### src/rtl/dtcr_cfg.svh
/*
  Constants of the dual timer with capture/reload register: register byte
  offsets, field positions, reset values and pin indices.
  Assumes it is included by bare name from rtl/ and tb/ sources.
*/
`ifndef DTCR_CFG_SVH
`define DTCR_CFG_SVH

// Register byte offsets
`define DTCR_OFS_AUX_CTRL   5'h00
`define DTCR_OFS_CORE_CTRL  5'h04
`define DTCR_OFS_AUX_CNT    5'h08
`define DTCR_OFS_CORE_CNT   5'h0c
`define DTCR_OFS_CAPTURE_RELOAD_REGISTER     5'h10
`define DTCR_OFS_CAP_CTRL   5'h14
`define DTCR_OFS_FLAGS      5'h18

// Timer control fields
`define DTCR_F_SEL_LO       0
`define DTCR_F_SEL_HI       2
`define DTCR_F_EXT          3
`define DTCR_F_LATCH_CLK    4
`define DTCR_F_DOWN         5
`define DTCR_F_DIR_PIN_EN   6
`define DTCR_F_RUN          7
`define DTCR_F_OUT_EN       8
`define DTCR_F_RELOAD_EN    9
`define DTCR_F_CC0_SEL      10
`define DTCR_F_CC1_SEL      11

// Capture control fields
`define DTCR_F_CAP_EN       0
`define DTCR_F_EDGE_LO      1
`define DTCR_F_EDGE_HI      2
`define DTCR_F_CLR_ON_CAP   3
`define DTCR_F_TRIG_LO      4
`define DTCR_F_TRIG_HI      5

// Flag fields
`define DTCR_F_CORE_WRAP    0
`define DTCR_F_AUX_WRAP     1
`define DTCR_F_CAPTURE      2
`define DTCR_F_LATCH        3

// Reset values
`define DTCR_RST_CTRL       16'h0000
`define DTCR_RST_CNT        16'h0000
`define DTCR_RST_FLAGS      3'h0

// Prescaler: smallest divider is 4, eight steps of two
`define DTCR_PRE_BASE       10'h004
`define DTCR_PRE_W          9

// Synchronised pin indices
`define DTCR_PIN_AUX_IN     0
`define DTCR_PIN_CORE_IN    1
`define DTCR_PIN_AUX_DIR    2
`define DTCR_PIN_CORE_DIR   3
`define DTCR_PIN_CAPTURE_INPUT_PIN      4
`define DTCR_PIN_QUAD_CNT   5
`define DTCR_PIN_QUAD_DIR   6
`define DTCR_PIN_NUM        7

`endif

### src/rtl/dtcr_pkg.sv
/*
  Types of the dual timer with capture/reload register.
  Assumes nothing of its surroundings.
*/
package dtcr_pkg;
  typedef logic [15:0] dtcr_word_t;
  typedef logic [31:0] dtcr_data_t;
  typedef logic [4:0]  dtcr_addr_t;

  typedef enum logic [1:0] {
    DTCR_EDGE_NONE = 2'h0,
    DTCR_EDGE_RISE = 2'h1,
    DTCR_EDGE_FALL = 2'h2,
    DTCR_EDGE_BOTH = 2'h3
  } dtcr_edge_t;

  typedef enum logic [1:0] {
    DTCR_TRIG_CAPTURE_INPUT_PIN    = 2'h0,
    DTCR_TRIG_QUAD_CNT = 2'h1,
    DTCR_TRIG_QUAD_DIR = 2'h2,
    DTCR_TRIG_QUAD_ALL = 2'h3
  } dtcr_trig_t;
endpackage : dtcr_pkg

### src/rtl/dtcr_sync.sv
/*
  Two-stage synchroniser with edge detect for a group of input pins.
  Assumes pins are asynchronous levels; edges appear one to two clocks late.
*/
`timescale 1ns/1ps
`default_nettype none
module dtcr_sync #(
  parameter int W = 1
) (
  input  wire logic         clk,
  input  wire logic         reset_n,
  input  wire logic [W-1:0] pins,
  output logic      [W-1:0] level,
  output logic      [W-1:0] rise,
  output logic      [W-1:0] fall
);
  logic [W-1:0] meta_q;
  logic [W-1:0] sync_q;
  logic [W-1:0] prev_q;
  logic [W-1:0] meta_d;
  logic [W-1:0] sync_d;
  logic [W-1:0] prev_d;

  always_comb
  begin
    meta_d = pins;
    sync_d = meta_q;
    prev_d = sync_q;
  end

  always_ff @(posedge clk or negedge reset_n)
  begin
    if (!reset_n)
    begin
      meta_q <= '0;
      sync_q <= '0;
      prev_q <= '0;
    end
    else
    begin
      meta_q <= meta_d;
      sync_q <= sync_d;
      prev_q <= prev_d;
    end
  end

  // Edges look only at the second stage and its delayed copy
  assign level = sync_q;
  assign rise  = sync_q & ~prev_q;
  assign fall  = ~sync_q & prev_q;
endmodule : dtcr_sync
`default_nettype wire

### src/rtl/dtcr_timer.sv
/*
  One up/down counter with load, clear, reload-on-wrap and a wrap pulse.
  Assumes step, load and clear are single-cycle pulses from the top.
*/
`timescale 1ns/1ps
`default_nettype none
module dtcr_timer #(
  parameter int W = 16
) (
  input  wire logic         clk,
  input  wire logic         reset_n,
  input  wire logic         step,
  input  wire logic         down,
  input  wire logic         load,
  input  wire logic [W-1:0] load_val,
  input  wire logic         clear,
  input  wire logic         reload_en,
  input  wire logic [W-1:0] reload_val,
  output logic      [W-1:0] cnt_q,
  output logic              wrap_q
);
  logic [W-1:0] cnt_d;
  logic         wrap_d;

  always_comb
  begin
    cnt_d  = cnt_q;
    wrap_d = 1'b0;
    if (load)
      cnt_d = load_val;
    else if (clear)
      cnt_d = '0;
    else if (step)
    begin
      if (down)
      begin
        wrap_d = (cnt_q == '0);
        cnt_d  = cnt_q - 1'b1;
      end
      else
      begin
        wrap_d = (cnt_q == '1);
        cnt_d  = cnt_q + 1'b1;
      end
      if (wrap_d && reload_en)
        cnt_d = reload_val;
    end
  end

  always_ff @(posedge clk or negedge reset_n)
  begin
    if (!reset_n)
    begin
      cnt_q  <= '0;
      wrap_q <= 1'b0;
    end
    else
    begin
      cnt_q  <= cnt_d;
      wrap_q <= wrap_d;
    end
  end
endmodule : dtcr_timer
`default_nettype wire

### src/rtl/dtcr_top.sv
/*
  Dual timer with capture/reload register: an auxiliary and a core timer,
  prescaler, toggle latch, capture/reload logic, request flags and an
  Avalon-MM slave with waitrequest.
  Assumes one 10 MHz clock, pins treated as asynchronous and synchronised here.
*/
// Decided for this implementation: register access over Avalon-MM and the register offsets.
`timescale 1ns/1ps
`default_nettype none
`include "dtcr_cfg.svh"
module dtcr_top #(
  parameter int TW = 16
) (
  input  wire logic               clk,
  input  wire logic               reset_n,
  input  wire dtcr_pkg::dtcr_addr_t address,
  input  wire logic               read,
  input  wire logic               write,
  input  wire dtcr_pkg::dtcr_data_t writedata,
  input  wire logic [3:0]         byteenable,
  output dtcr_pkg::dtcr_data_t    readdata,
  output logic                    waitrequest,
  input  wire logic               aux_input_pin,
  input  wire logic               core_input_pin,
  input  wire logic               aux_direction_input_pin,
  input  wire logic               core_direction_input_pin,
  input  wire logic               capture_input_pin,
  input  wire logic               quadrature_count_input,
  input  wire logic               quadrature_direction_input,
  output logic                    toggle_output_pin,
  output logic                    toggle_output_pin_oe,
  output logic                    first_compare_timer_clk,
  output logic                    second_compare_timer_clk,
  output logic                    core_req,
  output logic                    aux_req,
  output logic                    capture_req
);
  import dtcr_pkg::*;

  //////////////////////////////////////////////////////////////////////////////
  // Declarations
  dtcr_word_t                aux_ctrl_q;
  dtcr_word_t                aux_ctrl_d;
  dtcr_word_t                core_ctrl_q;
  dtcr_word_t                core_ctrl_d;
  dtcr_word_t                cap_ctrl_q;
  dtcr_word_t                cap_ctrl_d;
  logic [TW-1:0]             capture_reload_register_q;
  logic [TW-1:0]             capture_reload_register_d;
  logic [2:0]                flags_q;
  logic [2:0]                flags_d;
  logic                      latch_q;
  logic                      latch_d;
  logic [`DTCR_PRE_W-1:0]    pre_q;
  logic [`DTCR_PRE_W-1:0]    pre_d;
  dtcr_data_t                rdata_q;
  dtcr_data_t                rdata_d;
  logic                      wait_q;
  logic                      wait_d;
  logic                      tout_q;
  logic                      tout_d;
  logic                      toe_q;
  logic                      toe_d;
  logic                      cc0_q;
  logic                      cc0_d;
  logic                      cc1_q;
  logic                      cc1_d;

  logic [`DTCR_PIN_NUM-1:0]  pin_raw;
  logic [`DTCR_PIN_NUM-1:0]  pin_lvl;
  logic [`DTCR_PIN_NUM-1:0]  pin_rise;
  logic [`DTCR_PIN_NUM-1:0]  pin_fall;

  logic [TW-1:0]             aux_cnt;
  logic [TW-1:0]             core_cnt;
  logic                      aux_wrap;
  logic                      core_wrap;
  logic                      aux_step;
  logic                      core_step;
  logic                      aux_down;
  logic                      core_down;
  logic                      aux_tick;
  logic                      core_tick;
  logic [`DTCR_PRE_W-1:0]    aux_mask;
  logic [`DTCR_PRE_W-1:0]    core_mask;
  logic                      latch_edge;
  logic                      cap_hit;
  logic                      cap_evt;
  logic                      wr_commit;
  logic                      aux_load;
  logic                      core_load;
  logic [TW-1:0]             aux_load_val;
  logic [TW-1:0]             core_load_val;
  logic [2:0]                flag_clr;
  logic [2:0]                flag_set;
  dtcr_edge_t                edge_sel;
  dtcr_trig_t                trig_sel;

  //////////////////////////////////////////////////////////////////////////////
  // Pin synchronisers
  // sample pins first
  assign pin_raw = {quadrature_direction_input, quadrature_count_input, capture_input_pin,
                    core_direction_input_pin, aux_direction_input_pin, core_input_pin, aux_input_pin};

  dtcr_sync #(
    .W (`DTCR_PIN_NUM)
  ) u_sync (
    .clk     (clk),
    .reset_n (reset_n),
    .pins    (pin_raw),
    .level   (pin_lvl),
    .rise    (pin_rise),
    .fall    (pin_fall)
  );

  //////////////////////////////////////////////////////////////////////////////
  // Byte-lane merge for register writes
  function automatic dtcr_word_t merge(input dtcr_word_t old, input dtcr_data_t wd, input logic [3:0] be);
    dtcr_word_t r;
    r[7:0]  = be[0] ? wd[7:0]  : old[7:0];
    r[15:8] = be[1] ? wd[15:8] : old[15:8];
    return r;
  endfunction : merge

  //////////////////////////////////////////////////////////////////////////////
  // Count enables
  always_comb
  begin
    pre_d = pre_q + 1'b1;
    aux_mask  = `DTCR_PRE_W'((`DTCR_PRE_BASE << aux_ctrl_q[`DTCR_F_SEL_HI:`DTCR_F_SEL_LO]) - 10'h001);
    core_mask = `DTCR_PRE_W'((`DTCR_PRE_BASE << core_ctrl_q[`DTCR_F_SEL_HI:`DTCR_F_SEL_LO]) - 10'h001);
    aux_tick  = &(pre_q | ~aux_mask);
    core_tick = &(pre_q | ~core_mask);
    latch_edge = latch_q ^ latch_d;

    if (core_ctrl_q[`DTCR_F_EXT])
      core_step = pin_rise[`DTCR_PIN_CORE_IN];
    else
      core_step = core_tick;
    if (aux_ctrl_q[`DTCR_F_LATCH_CLK])
      aux_step = latch_edge;
    else if (aux_ctrl_q[`DTCR_F_EXT])
      aux_step = pin_rise[`DTCR_PIN_AUX_IN];
    else
      aux_step = aux_tick;
    aux_step  = aux_step & aux_ctrl_q[`DTCR_F_RUN];
    core_step = core_step & core_ctrl_q[`DTCR_F_RUN];

    aux_down  = aux_ctrl_q[`DTCR_F_DOWN] ^
                (aux_ctrl_q[`DTCR_F_DIR_PIN_EN] & pin_lvl[`DTCR_PIN_AUX_DIR]);
    core_down = core_ctrl_q[`DTCR_F_DOWN] ^
                (core_ctrl_q[`DTCR_F_DIR_PIN_EN] & pin_lvl[`DTCR_PIN_CORE_DIR]);
  end

  //////////////////////////////////////////////////////////////////////////////
  // Timers
  // two timers
  dtcr_timer #(
    .W (TW)
  ) u_aux (
    .clk        (clk),
    .reset_n    (reset_n),
    .step       (aux_step),
    .down       (aux_down),
    .load       (aux_load),
    .load_val   (aux_load_val),
    .clear      (cap_evt && cap_ctrl_q[`DTCR_F_CLR_ON_CAP]),
    .reload_en  (1'b0),
    .reload_val (capture_reload_register_q),
    .cnt_q      (aux_cnt),
    .wrap_q     (aux_wrap)
  );

  dtcr_timer #(
    .W (TW)
  ) u_core (
    .clk        (clk),
    .reset_n    (reset_n),
    .step       (core_step),
    .down       (core_down),
    .load       (core_load),
    .load_val   (core_load_val),
    .clear      (1'b0),
    .reload_en  (core_ctrl_q[`DTCR_F_RELOAD_EN]),
    .reload_val (capture_reload_register_q),
    .cnt_q      (core_cnt),
    .wrap_q     (core_wrap)
  );

  //////////////////////////////////////////////////////////////////////////////
  // Capture, latch, flags and pins
  always_comb
  begin
    edge_sel = dtcr_edge_t'(cap_ctrl_q[`DTCR_F_EDGE_HI:`DTCR_F_EDGE_LO]);
    trig_sel = dtcr_trig_t'(cap_ctrl_q[`DTCR_F_TRIG_HI:`DTCR_F_TRIG_LO]);
    case (trig_sel)
      DTCR_TRIG_CAPTURE_INPUT_PIN:    cap_hit = (edge_sel[0] & pin_rise[`DTCR_PIN_CAPTURE_INPUT_PIN]) |
                                    (edge_sel[1] & pin_fall[`DTCR_PIN_CAPTURE_INPUT_PIN]);
      DTCR_TRIG_QUAD_CNT: cap_hit = pin_rise[`DTCR_PIN_QUAD_CNT] | pin_fall[`DTCR_PIN_QUAD_CNT];
      DTCR_TRIG_QUAD_DIR: cap_hit = pin_rise[`DTCR_PIN_QUAD_DIR] | pin_fall[`DTCR_PIN_QUAD_DIR];
      DTCR_TRIG_QUAD_ALL: cap_hit = pin_rise[`DTCR_PIN_QUAD_CNT] | pin_fall[`DTCR_PIN_QUAD_CNT] |
                                    pin_rise[`DTCR_PIN_QUAD_DIR] | pin_fall[`DTCR_PIN_QUAD_DIR];
      default:            cap_hit = 1'b0;
    endcase
    cap_evt = cap_hit & cap_ctrl_q[`DTCR_F_CAP_EN];

    latch_d = latch_q ^ core_wrap;
    tout_d = latch_q;
    toe_d  = core_ctrl_q[`DTCR_F_OUT_EN];
    cc0_d = core_wrap & core_ctrl_q[`DTCR_F_CC0_SEL];
    cc1_d = core_wrap & core_ctrl_q[`DTCR_F_CC1_SEL];

    flag_set = '0;
    flag_set[`DTCR_F_CORE_WRAP] = core_wrap;
    flag_set[`DTCR_F_AUX_WRAP]  = aux_wrap;
    flag_set[`DTCR_F_CAPTURE]   = cap_evt;
    flag_clr = '0;
    if (wr_commit && address == `DTCR_OFS_FLAGS && byteenable[0])
      flag_clr = writedata[2:0];
    flags_d = (flags_q & ~flag_clr) | flag_set;
  end

  //////////////////////////////////////////////////////////////////////////////
  // Avalon-MM slave
  always_comb
  begin
    wr_commit = write & ~wait_q;
    wait_d    = ~((read | write) & wait_q);
    aux_ctrl_d  = aux_ctrl_q;
    core_ctrl_d = core_ctrl_q;
    cap_ctrl_d  = cap_ctrl_q;
    capture_reload_register_d    = capture_reload_register_q;
    aux_load      = 1'b0;
    core_load     = 1'b0;
    aux_load_val  = merge(aux_cnt, writedata, byteenable);
    core_load_val = merge(core_cnt, writedata, byteenable);
    if (wr_commit)
    begin
      case (address)
        `DTCR_OFS_AUX_CTRL:  aux_ctrl_d  = merge(aux_ctrl_q, writedata, byteenable);
        `DTCR_OFS_CORE_CTRL: core_ctrl_d = merge(core_ctrl_q, writedata, byteenable);
        `DTCR_OFS_CAP_CTRL:  cap_ctrl_d  = merge(cap_ctrl_q, writedata, byteenable);
        `DTCR_OFS_AUX_CNT:   aux_load    = 1'b1;
        `DTCR_OFS_CORE_CNT:  core_load   = 1'b1;
        `DTCR_OFS_CAPTURE_RELOAD_REGISTER:    capture_reload_register_d    = merge(capture_reload_register_q, writedata, byteenable);
        default:             capture_reload_register_d    = capture_reload_register_q;
      endcase
    end
    if (cap_evt)
      capture_reload_register_d = aux_cnt;

    rdata_d = '0;
    if (read && wait_q)
    begin
      case (address)
        `DTCR_OFS_AUX_CTRL:  rdata_d[15:0] = aux_ctrl_q;
        `DTCR_OFS_CORE_CTRL: rdata_d[15:0] = core_ctrl_q;
        `DTCR_OFS_CAP_CTRL:  rdata_d[15:0] = cap_ctrl_q;
        `DTCR_OFS_AUX_CNT:   rdata_d[15:0] = aux_cnt;
        `DTCR_OFS_CORE_CNT:  rdata_d[15:0] = core_cnt;
        `DTCR_OFS_CAPTURE_RELOAD_REGISTER:    rdata_d[15:0] = capture_reload_register_q;
        `DTCR_OFS_FLAGS:     rdata_d[3:0]  = {latch_q, flags_q};
        default:             rdata_d       = '0;
      endcase
    end
  end

  //////////////////////////////////////////////////////////////////////////////
  // State registers
  always_ff @(posedge clk or negedge reset_n)
  begin
    if (!reset_n)
    begin
      aux_ctrl_q  <= `DTCR_RST_CTRL;
      core_ctrl_q <= `DTCR_RST_CTRL;
      cap_ctrl_q  <= `DTCR_RST_CTRL;
      capture_reload_register_q    <= `DTCR_RST_CNT;
      flags_q     <= `DTCR_RST_FLAGS;
      latch_q     <= 1'b0;
      pre_q       <= '0;
      rdata_q     <= '0;
      wait_q      <= 1'b1;
      tout_q      <= 1'b0;
      toe_q       <= 1'b0;
      cc0_q       <= 1'b0;
      cc1_q       <= 1'b0;
    end
    else
    begin
      aux_ctrl_q  <= aux_ctrl_d;
      core_ctrl_q <= core_ctrl_d;
      cap_ctrl_q  <= cap_ctrl_d;
      capture_reload_register_q    <= capture_reload_register_d;
      flags_q     <= flags_d;
      latch_q     <= latch_d;
      pre_q       <= pre_d;
      rdata_q     <= rdata_d;
      wait_q      <= wait_d;
      tout_q      <= tout_d;
      toe_q       <= toe_d;
      cc0_q       <= cc0_d;
      cc1_q       <= cc1_d;
    end
  end

  assign readdata                 = rdata_q;
  assign waitrequest              = wait_q;
  assign toggle_output_pin        = tout_q;
  assign toggle_output_pin_oe     = toe_q;
  assign first_compare_timer_clk  = cc0_q;
  assign second_compare_timer_clk = cc1_q;
  assign core_req                 = flags_q[`DTCR_F_CORE_WRAP];
  assign aux_req                  = flags_q[`DTCR_F_AUX_WRAP];
  assign capture_req              = flags_q[`DTCR_F_CAPTURE];
endmodule : dtcr_top
`default_nettype wire

### config.mk
export PLATFORM = sky130hd
export DESIGN_NAME = dtcr_top
export DESIGN_NICKNAME = d
export VERILOG_FILES = /design/src/rtl/dtcr_pkg.sv /design/src/rtl/dtcr_sync.sv /design/src/rtl/dtcr_timer.sv /design/src/rtl/dtcr_top.sv
export VERILOG_INCLUDE_DIRS = /design/src /design/src/rtl
export SDC_FILE = /design/constraint.sdc
export NUM_CORES = 1
export LEC_CHECK = 0
export BUFFER_PORTS_ARGS = -buffer_cell sky130_fd_sc_hd__buf_2
export CELL_PAD_IN_SITES_DETAIL_PLACEMENT = 1
export CELL_PAD_IN_SITES_GLOBAL_PLACEMENT = 2
export CORE_MARGIN = 10
export CORE_UTILIZATION = 40
export DETAILED_ROUTE_END_ITERATION = 6
export PLACE_DENSITY = 0.85
export SLEW_MARGIN = 10
export SYNTH_ARGS = -nofsm -noshare
export SYNTH_HDL_FRONTEND = slang
export SYNTH_SLANG_ARGS = --single-unit
### constraint.sdc
create_clock -name clk -period 5.31 [get_ports clk]
set_input_delay 1.3275 -clock clk [delete_from_list [all_inputs] [get_ports clk]]
set_output_delay 1.3275 -clock clk [all_outputs]
set_load 0.01 [all_outputs]
==> flow_metrics.tcl <==
set metrics [dict create \
    drtAntennaViolNets 0 \
    synthAdderAreaFrac 0.0483 \
    r2r_end "u_aux.cnt_q[15]" \
    worst_pin_slew_ps 1050 \
    status "completed" \
    cpMostUsedCell "a21oi_1" \
    drt-pass1-iter-count 6 \
    cts_setup_buffers 0 \
    crit_family "compound AO/OA/AOI/OAI gates" \
    setup_tns_ps 0 \
    start_kind "flip-flop" \
    drive_gt1_frac 0.200 \
    wl_per_cell_um 22.3 \
    syn-cell-area_um2 8350 \
    ys_seq_elements 151 \
    dieArea_um2 27000 \
    grt_overflow_total 0 \
    final_nets 950 \
    synth.area.mux_share 0.102 \
    reg2reg_from "aux_ctrl_q[6]" \
    dr_total_vias 6741 \
    synthXorXnorAreaFrac 0.0367 \
    ir_drop_uv 215 \
    finalCritPeriodShare 0.702 \
    clk_latency_ps 440 \
    cts_tree "yes" \
    hpwl_um 18700 \
    synth_top_flop_cell "dfrtp_1" \
    numCtsBuffers 17 \
    path_buf_inv 1 \
    initialDrtViolationCount 481 \
    fillerInstances 2293 \
    cp-end-kind "flip-flop" \
    clockBufferDepth 2 \
    syn-mean-instance-area_um2 10.3 \
    rsz0062_at_grt "no" \
    hold_slack_ps 345 \
    antenna_found_initial 1 \
    remaining_drc_errors 0 \
    hold_path_depth 0 \
    holdPathEnd "u_sync.level[1]" \
    crit_fanout 18 \
    yosysWarnings 0 \
    slew_viol_final 0 \
    drt-total-wl_um 25700 \
    post-route-min-period_ps 3730 \
    ff2ff_setup_slack_ps 1580 \
    fmax_mhz 268 \
    core_um2 20400 \
    ys_types 66 \
    synth_compound_area_frac 0.188 \
    initial_utilization 0.410 \
    power_density_nw_per_um2 392 \
    grt_start_max_net_pins 106 \
    crit_path_cell_trace "nand2_1, xor2_1, inv_1, ha_1, a21oi_1, o22ai_1, o41ai_2, a21oi_1, o31a_1, o211ai_1, a21boi_0, o2bb2ai_1" \
    holdCritPathClass "flip-flop to flip-flop" \
    area_delta_synth_final_pct 13.4 \
    clk_pin_slew_ps 70 \
    layout_common_cells "dfrtp_1 (150), a21oi_1 (78), nor2_1 (70), mux2_2 (59), buf_2 (56)" \
    final_cell_count_no_fill 1150 \
    gp_congestion 0.877 \
    ctsHoldBuffers 0 \
    crit_slowest_cell "o41ai_2" \
    synth_edf_count 0 \
    synth_top_family_by_area "compound AO/OA/AOI/OAI gates" \
    viasPerCell 5.86 \
    max_stage_delay_ps 510 \
    setup_violations 0 \
    io_pins 92 \
    grt_pass1_wl_um 40800 \
    synthSimpleGateAreaFrac 0.133 \
    fin_skew_ps 10.3 \
    die_w_um 164 \
    critPathArrivalTime_ps 4090 \
    netlist_instances 814 \
    relSlewSlack 0.298 \
    final_util 0.465 \
    fp.dieH_um 164 \
    crit_type "flip-flop to flip-flop" \
    htreeDepth 4 \
    dp_cells 1118 \
    ys_seq_area_frac 0.453 \
    rows 52 \
    cts_root_buf "clkbuf_16" \
    layout_commonest_cell "dfrtp_1" \
    synthArstFlopShare 1.00 \
    grtUsageTotal 0.193 \
    first_global_vias 7061 \
    reg2regPathDepth 12 \
    post_cts_resize_count 0 \
    io_buffers 57 \
    finalHoldViolCount 0 \
    cts_sinks 151 \
    cap_violations 0 \
    p_leak_nw 4.27 \
    finalPower_w 0.00371 \
    min_from "u_sync.meta_q[1]" \
    crit_required_ps 5670 \
]
-- cell families after synthesis --
group	count (synthesis)
other cells	1
mux	78
xor+xnor	35
buf+inv	61
simple gates	225
compound gates	232
fa+ha+maj	31
flops	151
-- flip-flops by register name (all words and copies together) (netlist names), 3 cells and up --
name and cells:
aux_ctrl_q 16, cap_ctrl_q 16, capture_reload_register_q 16, core_ctrl_q 16, readdata 16, u_aux.cnt_q 16
u_core.cnt_q 16, pre_q 9, u_sync.level 7, u_sync.meta_q 7, u_sync.prev_q 5, flags_q 3
-- worst max-delay path by stage --
stage,depth (start not counted),to,slack [ps],startpoint
floorplan,9,u_aux.cnt_q[15],2310,address[1]
global placement,8,u_aux.cnt_q[15],1300,address[1]
detailed placement,9,u_core.cnt_q[15],1220,address[4]
CTS,12,u_core.cnt_q[10],1550,u_sync.level[3]
global route,11,u_core.cnt_q[10],1170,core_ctrl_q[6]
finish,12,u_aux.cnt_q[15],1580,aux_ctrl_q[6]
-- cell usage after synthesis (all sizes together), types with 3 or more instances --
cell	instances	share of area
o21ai	32	0.019
nor4	10	0.0075
a221oi	5	0.0052
xnor2	19	0.020
nand3	18	0.011
nor2	74	0.036
clkbuf	17	0.0076
a21o	12	0.011
mux2	59	0.080
o2bb2ai	3	0.0031
and2	8	0.0060
a31oi	10	0.0075
ha	29	0.043
nand2	52	0.023
nand2b	7	0.0052
nand4	15	0.011
a22o	14	0.015
a21oi	84	0.055
and3	10	0.0075
a22oi	23	0.021
nor2b	7	0.0052
inv	14	0.0063
xor2	16	0.017
nand3b	3	0.0027
a222oi	16	0.019
or3	4	0.0030
mux2i	19	0.023
buf	30	0.025
a211oi	6	0.0054
dfrtp	150	0.45
o22ai	4	0.0030
nor3	11	0.0091
-- report_power, final --
part	total, W	switching (W)	internal (W)
sequential	0.00155	0.000243	0.00130
clock	0.00130	0.000515	0.000789
combinational	0.000856	0.000480	0.000376
total	0.00371	0.00124	0.00247
-- stage by stage --
step,cell area (um2),setup slack [ps]
2_1_floorplan,8400,2310
3_3_place_gp,8840,1300
3_5_place_dp,8840,1220
4_1_cts,9460,1550
5_1_grt,9460,1170
6_report,9460,1580
-- layer usage --
layer,part of all wire,vias to the layer above,global-route usage
li1,-,3112,-
met3,0.048,26,0.0281
met1,0.46,3425,0.269
met2,0.47,178,0.305
met4,0.015,0,0.0600
met5,0,-,0
-- area by class of cell --
| cell class | count | area, um2 | area share |
|---|---|---|---|
| Tap cell | 270 | 338 | 0.0357 |
| Inverter | 14 | 52.6 | 0.00555 |
| Clock buffer | 17 | 425 | 0.0449 |
| Sequential cell | 151 | 3780 | 0.399 |
| Timing Repair Buffer | 66 | 359 | 0.0379 |
| Clock inverter | 14 | 199 | 0.0210 |
| Antenna cell | 1 | 2.50 | 0.000264 |
| Multi-Input combinational cell | 617 | 4310 | 0.455 |
Note: power is estimated with default switching activity, not from simulation.
